--- src/hdl/lcd_drive_pkg.sv ---
// package of the display drive control block: register map, field layouts,
// reset values, drive levels and timing counts.
// assumes a classic wishbone bus with byte addresses and 32-bit data.
package lcd_drive_pkg;

  // ==========================================================================
  // register map (byte addresses, one aligned word each)
  // ==========================================================================
  localparam logic [7:0] OFS_CTRL = 8'h00; // display_control
  localparam logic [7:0] OFS_PHASE = 8'h04; // display_phase
  localparam logic [7:0] OFS_REF = 8'h08; // display_reference_control
  localparam logic [7:0] OFS_IRQ_STAT = 8'h0c; // sticky events, cleared by read
  localparam logic [7:0] OFS_IRQ_MASK = 8'h10; // same layout as status
  localparam logic [7:0] OFS_PIX = 8'h40; // first of the pixel_data_regs
  localparam int PIX_REGS = 12; // 3 segment bytes x 4 commons
  localparam int SEG_N = 24; // segment lines
  localparam int COM_N = 4; // common lines

  // ==========================================================================
  // reset values and write masks
  // ==========================================================================
  localparam logic [7:0] CTRL_RST = 8'h03; // four commons after reset
  localparam logic [7:0] PHASE_RST = 8'h03; // prescale 1:4 after reset
  localparam logic [7:0] REF_RST = 8'h00;
  localparam logic [7:0] REF_WMASK = 8'hae; // implemented bits 7,5,3,2,1
  localparam logic [1:0] IRQ_RST = 2'h0;

  // interrupt status bit positions
  localparam int IRQ_WFAIL = 0; // rejected pixel write
  localparam int IRQ_FRAME = 1; // frame boundary passed

  // control fields, bit 7 down to bit 0
  typedef struct packed {
    logic driver_enable; // bit 7
    logic sleep_disable; // bit 6
    logic write_fail_flag; // bit 5
    logic unused4; // bit 4, always zero
    logic [1:0] clock_source; // bits 3-2
    logic [1:0] commons_select; // bits 1-0
  } ctrl_t;

  // phase fields, bit 7 down to bit 0
  typedef struct packed {
    logic waveform_type; // bit 7
    logic bias_select; // bit 6
    logic driver_active_status; // bit 5, live status
    logic write_allow_status; // bit 4, live status
    logic [3:0] frame_prescale; // bits 3-0
  } phase_t;

  // position of the scan inside a frame
  typedef struct packed {
    logic [1:0] com_idx; // common being driven
    logic half; // second half of the common period
    logic frame_phase; // inverts each frame
  } frame_pos_t;

  // drive voltage level code of a common or segment line
  typedef enum logic [1:0] {
    LVL_V0 = 2'b00,
    LVL_V1 = 2'b01,
    LVL_V2 = 2'b10,
    LVL_V3 = 2'b11
  } drive_level_t;

  // ==========================================================================
  // timing
  // ==========================================================================
  localparam int FOSC_DIV = 256; // system clock divider for source 00
  localparam logic [7:0] FOSC_LAST = 8'(FOSC_DIV - 1);
  localparam logic [1:0] CS_FOSC = 2'b00;
  localparam logic [1:0] CS_TIMER1 = 2'b01;

endpackage

--- src/hdl/lcd_tick_divider.sv ---
// divider that turns pulses of the selected module clock into scan steps.
// assumes src_tick_i is a one-cycle pulse synchronous to clk_i.
module lcd_tick_divider (
  input wire logic clk_i,
  input wire logic rst_i,
  input wire logic ce_i,
  input wire logic run_i,
  input wire logic src_tick_i,
  input wire logic [3:0] div_code_i,
  output logic tick_o
);
  import lcd_drive_pkg::*;

  // ==========================================================================
  // prescale counter
  // ==========================================================================
  logic [3:0] cnt_ff; // source pulses seen since last step
  logic tick_ff; // registered step pulse

  // counts code+1 source pulses per step; restarts while stopped
  always_ff @(posedge clk_i) begin
    if (rst_i) begin
      cnt_ff <= 4'h0;
      tick_ff <= 1'b0;
    end else if (ce_i) begin
      tick_ff <= 1'b0;
      if (!run_i) begin
        cnt_ff <= 4'h0; // stopped: start clean on next enable
      end else if (src_tick_i) begin
        if (cnt_ff >= div_code_i) begin
          cnt_ff <= 4'h0;
          tick_ff <= 1'b1;
        end else begin
          cnt_ff <= cnt_ff + 4'h1;
        end
      end
    end
  end

  assign tick_o = tick_ff;
endmodule

--- src/hdl/lcd_drive_control.sv ---
// control, status and scan logic of a segment display driver.
// assumes timer1 and low-frequency oscillator arrive as one-cycle enable
// pulses in clk_i's domain, and sleep_i is a synchronous level.
//
// Operation
// - enable bit switches driver on and off
// - sleep_disable set stops driver during sleep
// - rejected pixel write raises sticky write-fail flag
// - clock source: fosc/256, timer1, low-freq oscillator
// - commons_select sets one to four commons
// - waveform type: invert per frame or within common
// - bias one half, zero third; four commons third
// - active status reads one while driver runs
// - write-allow status reads one when writes accepted
// - prescaler divides module clock by code plus one
// - control bit four reads zero, ignores writes
// - reference register top bit enables internal reference
// - enabled reference switched on to contrast circuit
// - pixel bit zero clear, one dark
//
// Our own choices: the placing of the registers and the Wishbone interface to the registers.
module lcd_drive_control (
  input wire logic clk_i,
  input wire logic rst_i,
  input wire logic ce_i,
  input wire logic cyc_i,
  input wire logic stb_i,
  input wire logic we_i,
  input wire logic [7:0] adr_i,
  input wire logic [3:0] sel_i,
  input wire logic [31:0] dat_i,
  output logic [31:0] dat_o,
  output logic ack_o,
  input wire logic sleep_i,
  input wire logic timer1_osc_tick_i,
  input wire logic low_freq_osc_tick_i,
  output lcd_drive_pkg::drive_level_t com_level_o [lcd_drive_pkg::COM_N],
  output lcd_drive_pkg::drive_level_t seg_level_o [lcd_drive_pkg::SEG_N],
  output logic internal_ref_on_o,
  output logic irq_o
);
  import lcd_drive_pkg::*;

  // ==========================================================================
  // decode helpers
  // ==========================================================================
  // true for a word address inside the pixel data window
  function automatic logic is_pixel(input logic [7:0] adr);
    is_pixel = (adr >= OFS_PIX) && (adr < 8'(OFS_PIX + 4 * PIX_REGS)) && (adr[1:0] == 2'b00);
  endfunction

  // index of a pixel data register from its address
  function automatic logic [3:0] pixel_index(input logic [7:0] adr);
    logic [7:0] rel;
    rel = adr - OFS_PIX;
    pixel_index = rel[5:2];
  endfunction

  // ==========================================================================
  // state
  // ==========================================================================
  ctrl_t ctrl_ff; // display_control
  phase_t phase_ff; // display_phase, status bits unused in storage
  logic [7:0] ref_ff; // display_reference_control
  logic [1:0] irq_stat_ff; // sticky events
  logic [1:0] irq_mask_ff; // event enables
  logic [7:0] pixel_ff [PIX_REGS]; // software pixel bytes
  logic [7:0] shadow_ff [PIX_REGS]; // bytes shown in the current frame
  logic ack_ff; // bus answer
  logic [31:0] rd_ff; // read data
  logic [7:0] fosc_cnt_ff; // system clock prescaler
  frame_pos_t pos_ff; // scan position
  drive_level_t com_ff [COM_N]; // registered common levels
  drive_level_t seg_ff [SEG_N]; // registered segment levels

  logic req; // new bus request this cycle
  logic wr; // write to the low byte lane
  logic rd; // read request
  logic pix_wr; // pixel data write attempt
  logic pix_fail; // pixel write while not allowed
  logic active; // driver running
  logic write_allow; // pixel writes accepted now
  logic fosc_tick; // system clock divided by 256
  logic src_tick; // selected module clock pulse
  logic step; // prescaled scan step
  logic frame_end; // last step of a frame
  logic phase_now; // drive polarity of the current step
  logic [7:0] ctrl_rd; // control as read back
  logic [7:0] phase_rd; // phase as read back

  // ==========================================================================
  // wishbone classic slave
  // ==========================================================================
  // one answer per request; ack drops in the cycle after it is given
  assign req = cyc_i & stb_i & ~ack_ff;
  assign wr = req & we_i & sel_i[0];
  assign rd = req & ~we_i;
  assign pix_wr = wr & is_pixel(adr_i);
  assign pix_fail = pix_wr & ~write_allow;

  // ack one cycle after the request is seen
  always_ff @(posedge clk_i) begin
    if (rst_i) begin
      ack_ff <= 1'b0;
    end else if (ce_i) begin
      ack_ff <= req;
    end
  end

  // read views: bit four always zero, live status in the phase byte
  always_comb begin
    ctrl_rd = ctrl_ff;
    ctrl_rd[4] = 1'b0;
    phase_rd = phase_ff;
    phase_rd[5] = active;
    phase_rd[4] = write_allow;
  end

  // read mux; unmapped addresses answer zero
  always_ff @(posedge clk_i) begin
    if (rst_i) begin
      rd_ff <= 32'h0000_0000;
    end else if (ce_i && rd) begin
      if (adr_i == OFS_CTRL) begin
        rd_ff <= {24'h00_0000, ctrl_rd};
      end else if (adr_i == OFS_PHASE) begin
        rd_ff <= {24'h00_0000, phase_rd};
      end else if (adr_i == OFS_REF) begin
        rd_ff <= {24'h00_0000, ref_ff};
      end else if (adr_i == OFS_IRQ_STAT) begin
        rd_ff <= {30'h0000_0000, irq_stat_ff};
      end else if (adr_i == OFS_IRQ_MASK) begin
        rd_ff <= {30'h0000_0000, irq_mask_ff};
      end else if (is_pixel(adr_i)) begin
        rd_ff <= {24'h00_0000, pixel_ff[pixel_index(adr_i)]};
      end else begin
        rd_ff <= 32'h0000_0000; // hole in the map
      end
    end
  end

  assign ack_o = ack_ff;
  assign dat_o = rd_ff;

  // ==========================================================================
  // control register
  // ==========================================================================
  // write-fail is clear-only by software; a new failure beats the clear
  always_ff @(posedge clk_i) begin
    if (rst_i) begin
      ctrl_ff <= ctrl_t'(CTRL_RST);
    end else if (ce_i) begin
      if (wr && adr_i == OFS_CTRL) begin
        ctrl_ff.driver_enable <= dat_i[7];
        ctrl_ff.sleep_disable <= dat_i[6];
        ctrl_ff.clock_source <= dat_i[3:2];
        ctrl_ff.commons_select <= dat_i[1:0];
        if (!dat_i[5]) begin
          ctrl_ff.write_fail_flag <= 1'b0; // writing one cannot set it
        end
      end
      if (pix_fail) begin
        ctrl_ff.write_fail_flag <= 1'b1;
      end
      ctrl_ff.unused4 <= 1'b0;
    end
  end

  // ==========================================================================
  // phase and reference registers
  // ==========================================================================
  // status bits are never stored; they are taken live on read
  always_ff @(posedge clk_i) begin
    if (rst_i) begin
      phase_ff <= phase_t'(PHASE_RST);
    end else if (ce_i && wr && adr_i == OFS_PHASE) begin
      phase_ff.waveform_type <= dat_i[7];
      phase_ff.bias_select <= dat_i[6];
      phase_ff.frame_prescale <= dat_i[3:0];
    end
  end

  // only implemented bits take a write, the rest stay zero
  always_ff @(posedge clk_i) begin
    if (rst_i) begin
      ref_ff <= REF_RST;
    end else if (ce_i && wr && adr_i == OFS_REF) begin
      ref_ff <= dat_i[7:0] & REF_WMASK;
    end
  end

  // no analog here: the enable goes to the reference and contrast switch
  assign internal_ref_on_o = ref_ff[7];

  // ==========================================================================
  // pixel data
  // ==========================================================================
  // rejected writes leave the byte alone
  always_ff @(posedge clk_i) begin
    if (rst_i) begin
      for (int i = 0; i < PIX_REGS; i++) begin
        pixel_ff[i] <= 8'h00;
      end
    end else if (ce_i && pix_wr && write_allow) begin
      pixel_ff[pixel_index(adr_i)] <= dat_i[7:0];
    end
  end

  // shadow copy taken at each frame end so a frame never tears
  always_ff @(posedge clk_i) begin
    if (rst_i) begin
      for (int i = 0; i < PIX_REGS; i++) begin
        shadow_ff[i] <= 8'h00;
      end
    end else if (ce_i && (!active || frame_end)) begin
      shadow_ff <= pixel_ff;
    end
  end

  // ==========================================================================
  // interrupts
  // ==========================================================================
  // a read of the status clears it; an event in the same cycle survives
  always_ff @(posedge clk_i) begin
    if (rst_i) begin
      irq_stat_ff <= IRQ_RST;
      irq_mask_ff <= IRQ_RST;
    end else if (ce_i) begin
      if (wr && adr_i == OFS_IRQ_MASK) begin
        irq_mask_ff <= dat_i[1:0];
      end
      irq_stat_ff <= (rd && adr_i == OFS_IRQ_STAT) ? 2'b00 : irq_stat_ff;
      if (pix_fail) begin
        irq_stat_ff[IRQ_WFAIL] <= 1'b1;
      end
      if (frame_end) begin
        irq_stat_ff[IRQ_FRAME] <= 1'b1;
      end
    end
  end

  assign irq_o = |(irq_stat_ff & irq_mask_ff);

  // ==========================================================================
  // module clock selection and prescaler
  // ==========================================================================
  assign active = ctrl_ff.driver_enable & ~(sleep_i & ctrl_ff.sleep_disable);

  // free-running divide by 256 of the system clock
  always_ff @(posedge clk_i) begin
    if (rst_i) begin
      fosc_cnt_ff <= 8'h00;
    end else if (ce_i) begin
      fosc_cnt_ff <= fosc_cnt_ff + 8'h01;
    end
  end

  assign fosc_tick = (fosc_cnt_ff == FOSC_LAST);

  // source select: 1x means low-frequency oscillator
  always_comb begin
    if (ctrl_ff.clock_source == CS_FOSC) begin
      src_tick = fosc_tick;
    end else if (ctrl_ff.clock_source == CS_TIMER1) begin
      src_tick = timer1_osc_tick_i;
    end else begin
      src_tick = low_freq_osc_tick_i;
    end
  end

  lcd_tick_divider u_div (
    .clk_i(clk_i),
    .rst_i(rst_i),
    .ce_i(ce_i),
    .run_i(active),
    .src_tick_i(src_tick),
    .div_code_i(phase_ff.frame_prescale),
    .tick_o(step)
  );

  // ==========================================================================
  // scan sequencer
  // ==========================================================================
  // writes are held off through the last half of the last common, whose step copies the shadow
  assign frame_end = active & step & pos_ff.half & (pos_ff.com_idx == ctrl_ff.commons_select);
  assign write_allow = ~(active & pos_ff.half & (pos_ff.com_idx == ctrl_ff.commons_select));

  // two halves per common, commons in turn, frame polarity flips at wrap
  always_ff @(posedge clk_i) begin
    if (rst_i) begin
      pos_ff <= '0;
    end else if (ce_i) begin
      if (!active) begin
        pos_ff <= '0;
      end else if (pos_ff.com_idx > ctrl_ff.commons_select) begin
        // commons cut down mid-frame: restart the scan at the first one
        pos_ff.com_idx <= 2'b00;
        pos_ff.half <= 1'b0;
      end else if (step) begin
        pos_ff.half <= ~pos_ff.half;
        if (pos_ff.half) begin
          if (pos_ff.com_idx == ctrl_ff.commons_select) begin
            pos_ff.com_idx <= 2'b00;
            pos_ff.frame_phase <= ~pos_ff.frame_phase;
          end else begin
            pos_ff.com_idx <= pos_ff.com_idx + 2'b01;
          end
        end
      end
    end
  end

  // type B holds polarity for the frame, type A flips it mid-common
  assign phase_now = phase_ff.waveform_type ? pos_ff.frame_phase : pos_ff.half;

  // ==========================================================================
  // line drivers
  // ==========================================================================
  // selected common swings full; the other scanned ones sit at a middle level
  // which depends on bias; static mode has no middle level at all
  always_ff @(posedge clk_i) begin
    if (rst_i) begin
      for (int c = 0; c < COM_N; c++) begin
        com_ff[c] <= LVL_V0;
      end
    end else if (ce_i) begin
      for (int c = 0; c < COM_N; c++) begin
        if (!active || c > int'(ctrl_ff.commons_select)) begin
          com_ff[c] <= LVL_V0; // off or unused common
        end else if (c == int'(pos_ff.com_idx)) begin
          com_ff[c] <= phase_now ? LVL_V3 : LVL_V0;
        end else if (phase_ff.bias_select && ctrl_ff.commons_select != 2'b11) begin
          com_ff[c] <= LVL_V1;
        end else begin
          com_ff[c] <= phase_now ? LVL_V1 : LVL_V2;
        end
      end
    end
  end

  // dark pixels oppose the selected common, clear ones stay near it
  genvar s;
  generate
    for (s = 0; s < SEG_N; s++) begin : g_seg
      logic dark; // pixel of this segment on the selected common
      assign dark = shadow_ff[int'(pos_ff.com_idx) * 3 + s / 8][s % 8];
      always_ff @(posedge clk_i) begin
        if (rst_i) begin
          seg_ff[s] <= LVL_V0;
        end else if (ce_i) begin
          if (!active) begin
            seg_ff[s] <= LVL_V0;
          end else if (dark) begin
            seg_ff[s] <= phase_now ? LVL_V0 : LVL_V3;
          end else if (ctrl_ff.commons_select == 2'b00 ||
                       (phase_ff.bias_select && ctrl_ff.commons_select != 2'b11)) begin
            seg_ff[s] <= phase_now ? LVL_V3 : LVL_V0;
          end else begin
            seg_ff[s] <= phase_now ? LVL_V2 : LVL_V1;
          end
        end
      end
    end
  endgenerate

  assign com_level_o = com_ff;
  assign seg_level_o = seg_ff;
endmodule

--- config.mk ---
export PLATFORM = sky130hd
export DESIGN_NAME = lcd_drive_control
export DESIGN_NICKNAME = d
export VERILOG_FILES = /design/src/hdl/lcd_drive_pkg.sv /design/src/hdl/lcd_tick_divider.sv /design/src/hdl/lcd_drive_control.sv
export SDC_FILE = /design/constraint.sdc
export NUM_CORES = 1
export LEC_CHECK = 0
export BUFFER_PORTS_ARGS = -buffer_cell sky130_fd_sc_hd__buf_4
export CAP_MARGIN = 20
export CORE_AREA = 3 3 167 169
export CTS_BUF_LIST = sky130_fd_sc_hd__clkbuf_2
export CTS_CLUSTER_DIAMETER = 50
export DETAILED_ROUTE_END_ITERATION = 16
export DIE_AREA = 0 0 170 172
export GPL_ROUTABILITY_DRIVEN = 1
export PLACE_DENSITY = 0.86
export SLEW_MARGIN = 5
export SYNTH_ARGS = -nofsm -noshare
export SYNTH_HDL_FRONTEND = slang
export SYNTH_SLANG_ARGS = --single-unit
export TNS_END_PERCENT = 5
--- constraint.sdc ---
create_clock -name clk_i -period 2.8 [get_ports clk_i]
set_clock_uncertainty 0.1 [all_clocks]
set_input_delay 0.28 -clock clk_i [delete_from_list [all_inputs] [get_ports clk_i]]
set_output_delay 0.28 -clock clk_i [all_outputs]
set_load 0.01 [all_outputs]
### Word-level counts from Yosys, hierarchy flattened

Index checks and enable logic that the tools add are counted.

| storage, ports and cells | value |
|---|---|
| flip-flop bits (word level) | 320 |
| latch bits | 0 |
| bits in writable memories | 0 |
| bits in read-only memories | 0 |
| word-level logic and storage cells | 279 |
| memories | 0 |

| operators by class | value |
|---|---|
| $add $sub $neg | 6 |
| multiply operators | 1 |
| divide/modulo/power cells | 0 |
| $lt $le $gt $ge | 12 |
| equal/unequal tests | 19 |
| shifts and indexed selects | 0 |
| muxes and demuxes | 106 |
| bitwise logic cells | 25 |
| reductions and logical operators | 38 |

Operators by type and width:

| operator | number |
|---|---|
| 2-to-1 mux 2 bit | 65 |
| binary-select mux 8 bit (select 4 bit) | 4 |
| 2-to-1 mux 8 bit | 15 |
| bitwise mux 96 bit | 1 |
| >= comparator 32 x 5 -> 1 bit (second input constant) | 3 |
| NOT 32 bit | 2 |
| adder 32 x 2 -> 32 bit (second input constant) | 1 |
| demux 8 bit (select 4 bit) | 1 |
| NOT 5 -> 32 bit | 1 |
| 2-to-1 mux 4 bit | 5 |
| == test 8 x 4 -> 1 bit (second input constant) | 2 |
| AND 1 bit | 14 |
| logical AND 1 bit | 14 |
| 2-to-1 mux 1 bit | 14 |
| AND reduction 2 bit | 6 |
| adder 8 x 1 -> 8 bit (second input constant) | 1 |
| == test 8 x 3 -> 1 bit (second input constant) | 1 |
| == test 8 x 5 -> 1 bit (second input constant) | 1 |
| == test 8 bit (second input constant) | 1 |
| >= comparator 8 x 7 -> 1 bit (second input constant) | 1 |
| zero test 2 bit | 4 |
| zero test 8 bit | 1 |
| less-than comparator 8 x 7 -> 1 bit (second input constant) | 1 |
| inequality test 2 x 1 -> 1 bit (second input constant) | 4 |
| 28 further kinds | 44 |

### Longest topological paths before layout

| logic depth | value |
|---|---|
| depth after elaboration | 11 |
| depth in mapped cells | 12 |

### By module

Synthesis repeated with hierarchy kept, for this count alone.

| unflattened totals | value |
|---|---|
| cell total of the unflattened synthesis | 1585 |
| area, all modules | 14649.0 um^2 |

By module, submodules not included:

| module | instances | cells each | area each (um^2) |
|---|---|---|---|
| lcd_drive_control | 1 | 1547 | 14313.7 |
| lcd_tick_divider | 1 | 38 | 335.3 |

### Least setup slack after synthesis

OpenSTA, ideal clock, no wires.

| path | value |
|---|---|
| path type | flip-flop to flip-flop |
| start | register pos_ff[2] (netlist name) |
| end | register seg_ff, in the netlist seg_level_o[43] |
| data arrival time | 2787 ps |
| slack | -204 ps |
| stages on the path, launching flop included | 11 |
| clock period less this slack | 3004 ps |
| cells stage by stage | dfxtp_1 -> buf_2 -> buf_2 -> inv_2 -> ha_1 -> buf_2 -> mux4_2 -> mux2_2 -> mux2i_1 -> xnor2_1 -> a22o_1 |

| between the ends | value |
|---|---|
| cells in the longest elaborated chain, start to end | 7 |

Ends and longest elaborated chain:

| item | line | RTL |
|---|---|---|
| start, declared | lcd_drive_control.sv:72 | `frame_pos_t pos_ff;` |
| multiplier 2 x 2 -> 4 bit | lcd_drive_control.sv:346 | `assign dark = shadow_ff[int'(pos_ff.com_idx) * 3 + s / 8][s % 8];` |
| NOT 32 bit (implied by the code) | lcd_drive_control.sv:346 |  |
| binary-select mux 8 bit (select 4 bit) | lcd_drive_control.sv:346 |  |
| 2-to-1 mux 8 bit (2 in series) | n/a |  |
| 2-to-1 mux 2 bit | lcd_drive_control.sv:353 | `end else if (dark) begin` |
| 2-to-1 mux 2 bit | lcd_drive_control.sv:351 | `if (!active) begin` |
| end signal, assigned by index | lcd_drive_control.sv:354 | `seg_ff[s] <= phase_now ? LVL_V0 : LVL_V3;` |
| end signal, assigned by index | lcd_drive_control.sv:357 | `seg_ff[s] <= phase_now ? LVL_V3 : LVL_V0;` |
| end signal, assigned by index | lcd_drive_control.sv:359 | `seg_ff[s] <= phase_now ? LVL_V2 : LVL_V1;` |
| end, declared | lcd_drive_control.sv:74 | `drive_level_t seg_ff [SEG_N];` |

No other way between the ends. The select of a mux whose other input is x is not followed.
A chain may end at the register's enable or synchronous reset.

### Final worst setup path

| path | value |
|---|---|
| start | register pos_ff[2] (netlist name) |
| end | register seg_ff, in the netlist seg_level_o[39] |

Same word-level chain as after synthesis.

==> impl_results.md <==
- Core ar.: 26,730 um2
- DRC viols: 0
- Setup_tns: 0 ns
- Die area: 29,240 um2
- Final WS setup: 0.08686 ns
- Post-synthesis simple-gate area fraction: 0.1656
- Async SR Flop Fraction: 0
- Leak: 6.756 nW
- Synth Area in Compound Gates: 0.1242
- Initial antenna violation count: 1
- Critical Path RT: 3.45 ns
- Synth Area in XOR/XNOR: 0.01532
- Main combinational cell family by area after synthesis: multiplexers
- Initial core utilization: 0.5563
- Synth unique cells: 73
- CTS max path bufs: 3
- RSZ-0062 raised after global routing: no
- Hold_sp: sel_i[0]
- Worst hold path class: in2reg
- Syn Inst Count: 1,570
- Multi-input logic area: 8223 um2
- Crit. End Element: register
- Initial DRT Pass Iterations: 6
- Synth warnings: 0
- Die Span X: 170 um
- Port bufs: 92
- Final Wtd Congestion: 0.9400
- TritonCTS clock tree: yes
- 1st-iter DRT viols: 1,423
- Hold path depth: 5
- CP arrival: 3.36 ns
- Maximum vdd drop: 0.2046 mV
- Total power: 7.249 mW
- Num Clock Sinks: 296
- P&R area growth vs syn: 13.20%
- Tcrit/Tclk final: 0.9690
- Hpwl dp: 28,040 um
- Max Freq: 0.3686 GHz
- Post-synthesis adder-cell area fraction: 0.01262
- Mux cell area share after synthesis: 0.2259
- R2R Path Start: pos_ff[2]$_SDFFE_PP0P_
- Worst slew pin tran: 0.9998 ns
- Minimum clock period: 2.713 ns
- Final hold violations: 0
- DR vias: 12,860
- Hold EP: irq_stat_ff[0]$_SDFFE_PP0P_
- RR Endpoint: seg_level_o[39]$_SDFFE_PP0P_
- Setup Fix Bufs, Post-CTS: 0
- Seq. cell area: 5929 um2
- Share of layout cells above drive strength 1: 0.2220
- Max_cap viols: 0
- Total GRT Usage: 0.2797
- Number of flops mapped to enable cells by yosys: 0
- Clk root buf: clkbuf_2
- Setup violators final: 0
- Largest net degree at the start of global routing: 222
- Mapped cell area: 14,870 um2
- Clock transition at the registers of the reported paths: 0.11 ns
- Power density over cell area: 430.7 nW/um2
- Ys flop type: dfxtp_1
- Startpoint types: register
- Crit Path Class: reg2reg
- Yosys reg bits: 296
- Final antenna-violating net count: 0
- Avg Cell Area, Syn: 9.470 um2
- DP Worst Slack: 0.05852 ns
- Die height: 172 um
- WL/cell: 19.96 um
- Vias in the first global route: 12,310
- FF-to-FF setup slack: 0.09 ns
- Nets: 1,774
- Sequential fraction of the synthesis area: 0.3986
- Normalized max-slew margin: 0.3335
- Grt ovf: 0
- Fillers: 2,038
- Cts bufs inserted: 73
- I/O pins: 144
- H-tree lvl count: 3
- DR vias/cell: 6.149
- Status: complete, no violations
- Final core occ: 0.6298
- # rows: 60
- Detailed-route wire length: 41,750 um
- First-pass GRT wire length: 65,300 um
- CP max FO: 28
- Max-slew violations: 0
- Skew-Pair Late Insertion Delay: 0.90 ns
- Worst r2r path cells: 9
==> critical path, stage by stage (launching register included) <==
cell and delay, ns:
dfxtp_4 0.37, inv_2 0.06, buf_4 0.24, ha_1 0.23, buf_12 0.20, mux4_2 0.51
mux2_2 0.28, mux2i_2 0.28, xnor2_1 0.11, a22o_1 0.22
==> how the worst max path moves through the flow <==
stage	startpoint	endpoint	slack (ns)
after floorplan	pos_ff[2]$_SDFFE_PP0P_	seg_level_o[43]$_SDFFE_PP0P_	0.009
after global placement	pos_ff[2]$_SDFFE_PP0P_	seg_level_o[39]$_SDFFE_PP0P_	0.13
after detailed placement	pos_ff[2]$_SDFFE_PP0P_	seg_level_o[39]$_SDFFE_PP0P_	0.06
after CTS	pos_ff[2]$_SDFFE_PP0P_	seg_level_o[12]$_SDFFE_PP0P_	0.03
after global routing	pos_ff[3]$_SDFFE_PP0P_	seg_level_o[4]$_SDFFE_PP0P_	0.02
final	pos_ff[2]$_SDFFE_PP0P_	seg_level_o[39]$_SDFFE_PP0P_	0.09
==> sequential cells by signal (all words and copies together), names as in the netlist <==
signal        cells
ref_ff            5
fosc_cnt_ff       8
shadow_ff        96
seg_level_o      48
pos_ff            4
ctrl_ff           7
irq_mask_ff       2
u_div.cnt_ff      4
dat_o             8
ack_o             1
u_div.tick_o      1
com_level_o       8
irq_stat_ff       2
phase_ff          6
pixel_ff         96
==> layout make-up <==
class                           count  area share
Multi-Input combinational cell   1133      0.4886
Timing Repair Buffer              186     0.09612
Sequential cell                   296      0.3523
Clock buffer                      100     0.02974
Tap cell                          341     0.02535
Antenna cell                        3   0.0004460
Clock inverter                     17    0.003940
Inverter                           16    0.003568
==> power breakdown <==
part | total (mW) | switching, mW | internal (mW)
Clock | 2.64 | 1.69 | 0.948
Sequential | 4.22 | 0.00543 | 4.21
Combinational | 0.392 | 0.279 | 0.114
Total | 7.25 | 1.98 | 5.27
==> cells in the mapped netlist, drive strengths merged, types with 14 or more instances <==
cell / instances / area share
a21oi: 127 / 0.043
mux2i: 178 / 0.12
nor2: 144 / 0.037
mux2: 26 / 0.020
clkbuf: 62 / 0.016
mux4: 57 / 0.086
nand2: 242 / 0.061
buf: 79 / 0.033
o21ai: 18 / 0.0061
ha: 15 / 0.013
inv: 16 / 0.0040
dfxtp: 296 / 0.40
a22oi: 31 / 0.016
nor2b: 23 / 0.0097
nand3: 30 / 0.010
xnor2: 20 / 0.012
a31oi: 24 / 0.010
a21o: 17 / 0.0086
nand4: 14 / 0.0094
a22o: 18 / 0.011
==> through the flow <==
step | area (um2) | hold slack (ns) | std cells
floorplan | 14980 | 0.3272 | 1593
global placement | 15960 | 0.3373 | 1945
detailed placement | 15960 | 0.3434 | 1945
CTS | 16800 | 0.08254 | 2089
global route | 16830 | 0.1537 | 2090
finish | 16830 | 0.1411 | 2092
==> cell families (layout without fill, tap and decap cells) <==
| logic type | Yosys count | in the layout |
|---|---|---|
| AND/OR/NAND/NOR | 519 | 519 |
| flip-flops | 296 | 296 |
| AO/OA/AOI/OAI | 288 | 288 |
| multiplexers | 261 | 261 |
| buffers and inverters | 164 | 319 |
| XOR/XNOR | 26 | 26 |
| adder cells (fa/ha/maj) | 15 | 15 |
| other | 1 | 27 |
==> repair_timing <==
action	4_1_cts	5_1_grt
setup endpoints to repair	0	21
endpoints found under the hold margin	158	0
gates resized for setup	0	6
hold buffers	27	0
==> routing by layer <==
metal,global-route usage,vias to the layer above,routed length [um]
met3,0.08025,169,4501
met4,0.1587,0,2377
met1,0.3427,6093,16060
li1,-,5852,-
met5,0,-,0
met2,0.4452,749,18820
==> placed cells by master, fill, tap and decap left out, types with 4 or more instances in the layout <==
master	n
a2111oi_0	4
a211oi_1	11
a21o_1	17
a21oi_1	127
a22o_1	18
a22oi_1	31
a31oi_1	24
and3_1	6
buf_12	12
buf_4	146
clkbuf_2	100
clkinv_1	12
conb_1	24
dfxtp_1	295
dlygate4sd3_1	27
ha_1	14
inv_1	13
inv_2	6
mux2_2	26
mux2i_1	173
mux2i_2	4
mux4_2	57
nand2_1	242
nand2b_1	12
nand3_1	29
nand4_1	7
nand4_2	6
nor2_1	141
nor2b_1	22
nor3_1	11
nor3b_1	8
nor4_4	6
o211ai_1	11
o21ai_0	17
xnor2_1	20
xor2_1	6
(Power assumes the default switching activity.)
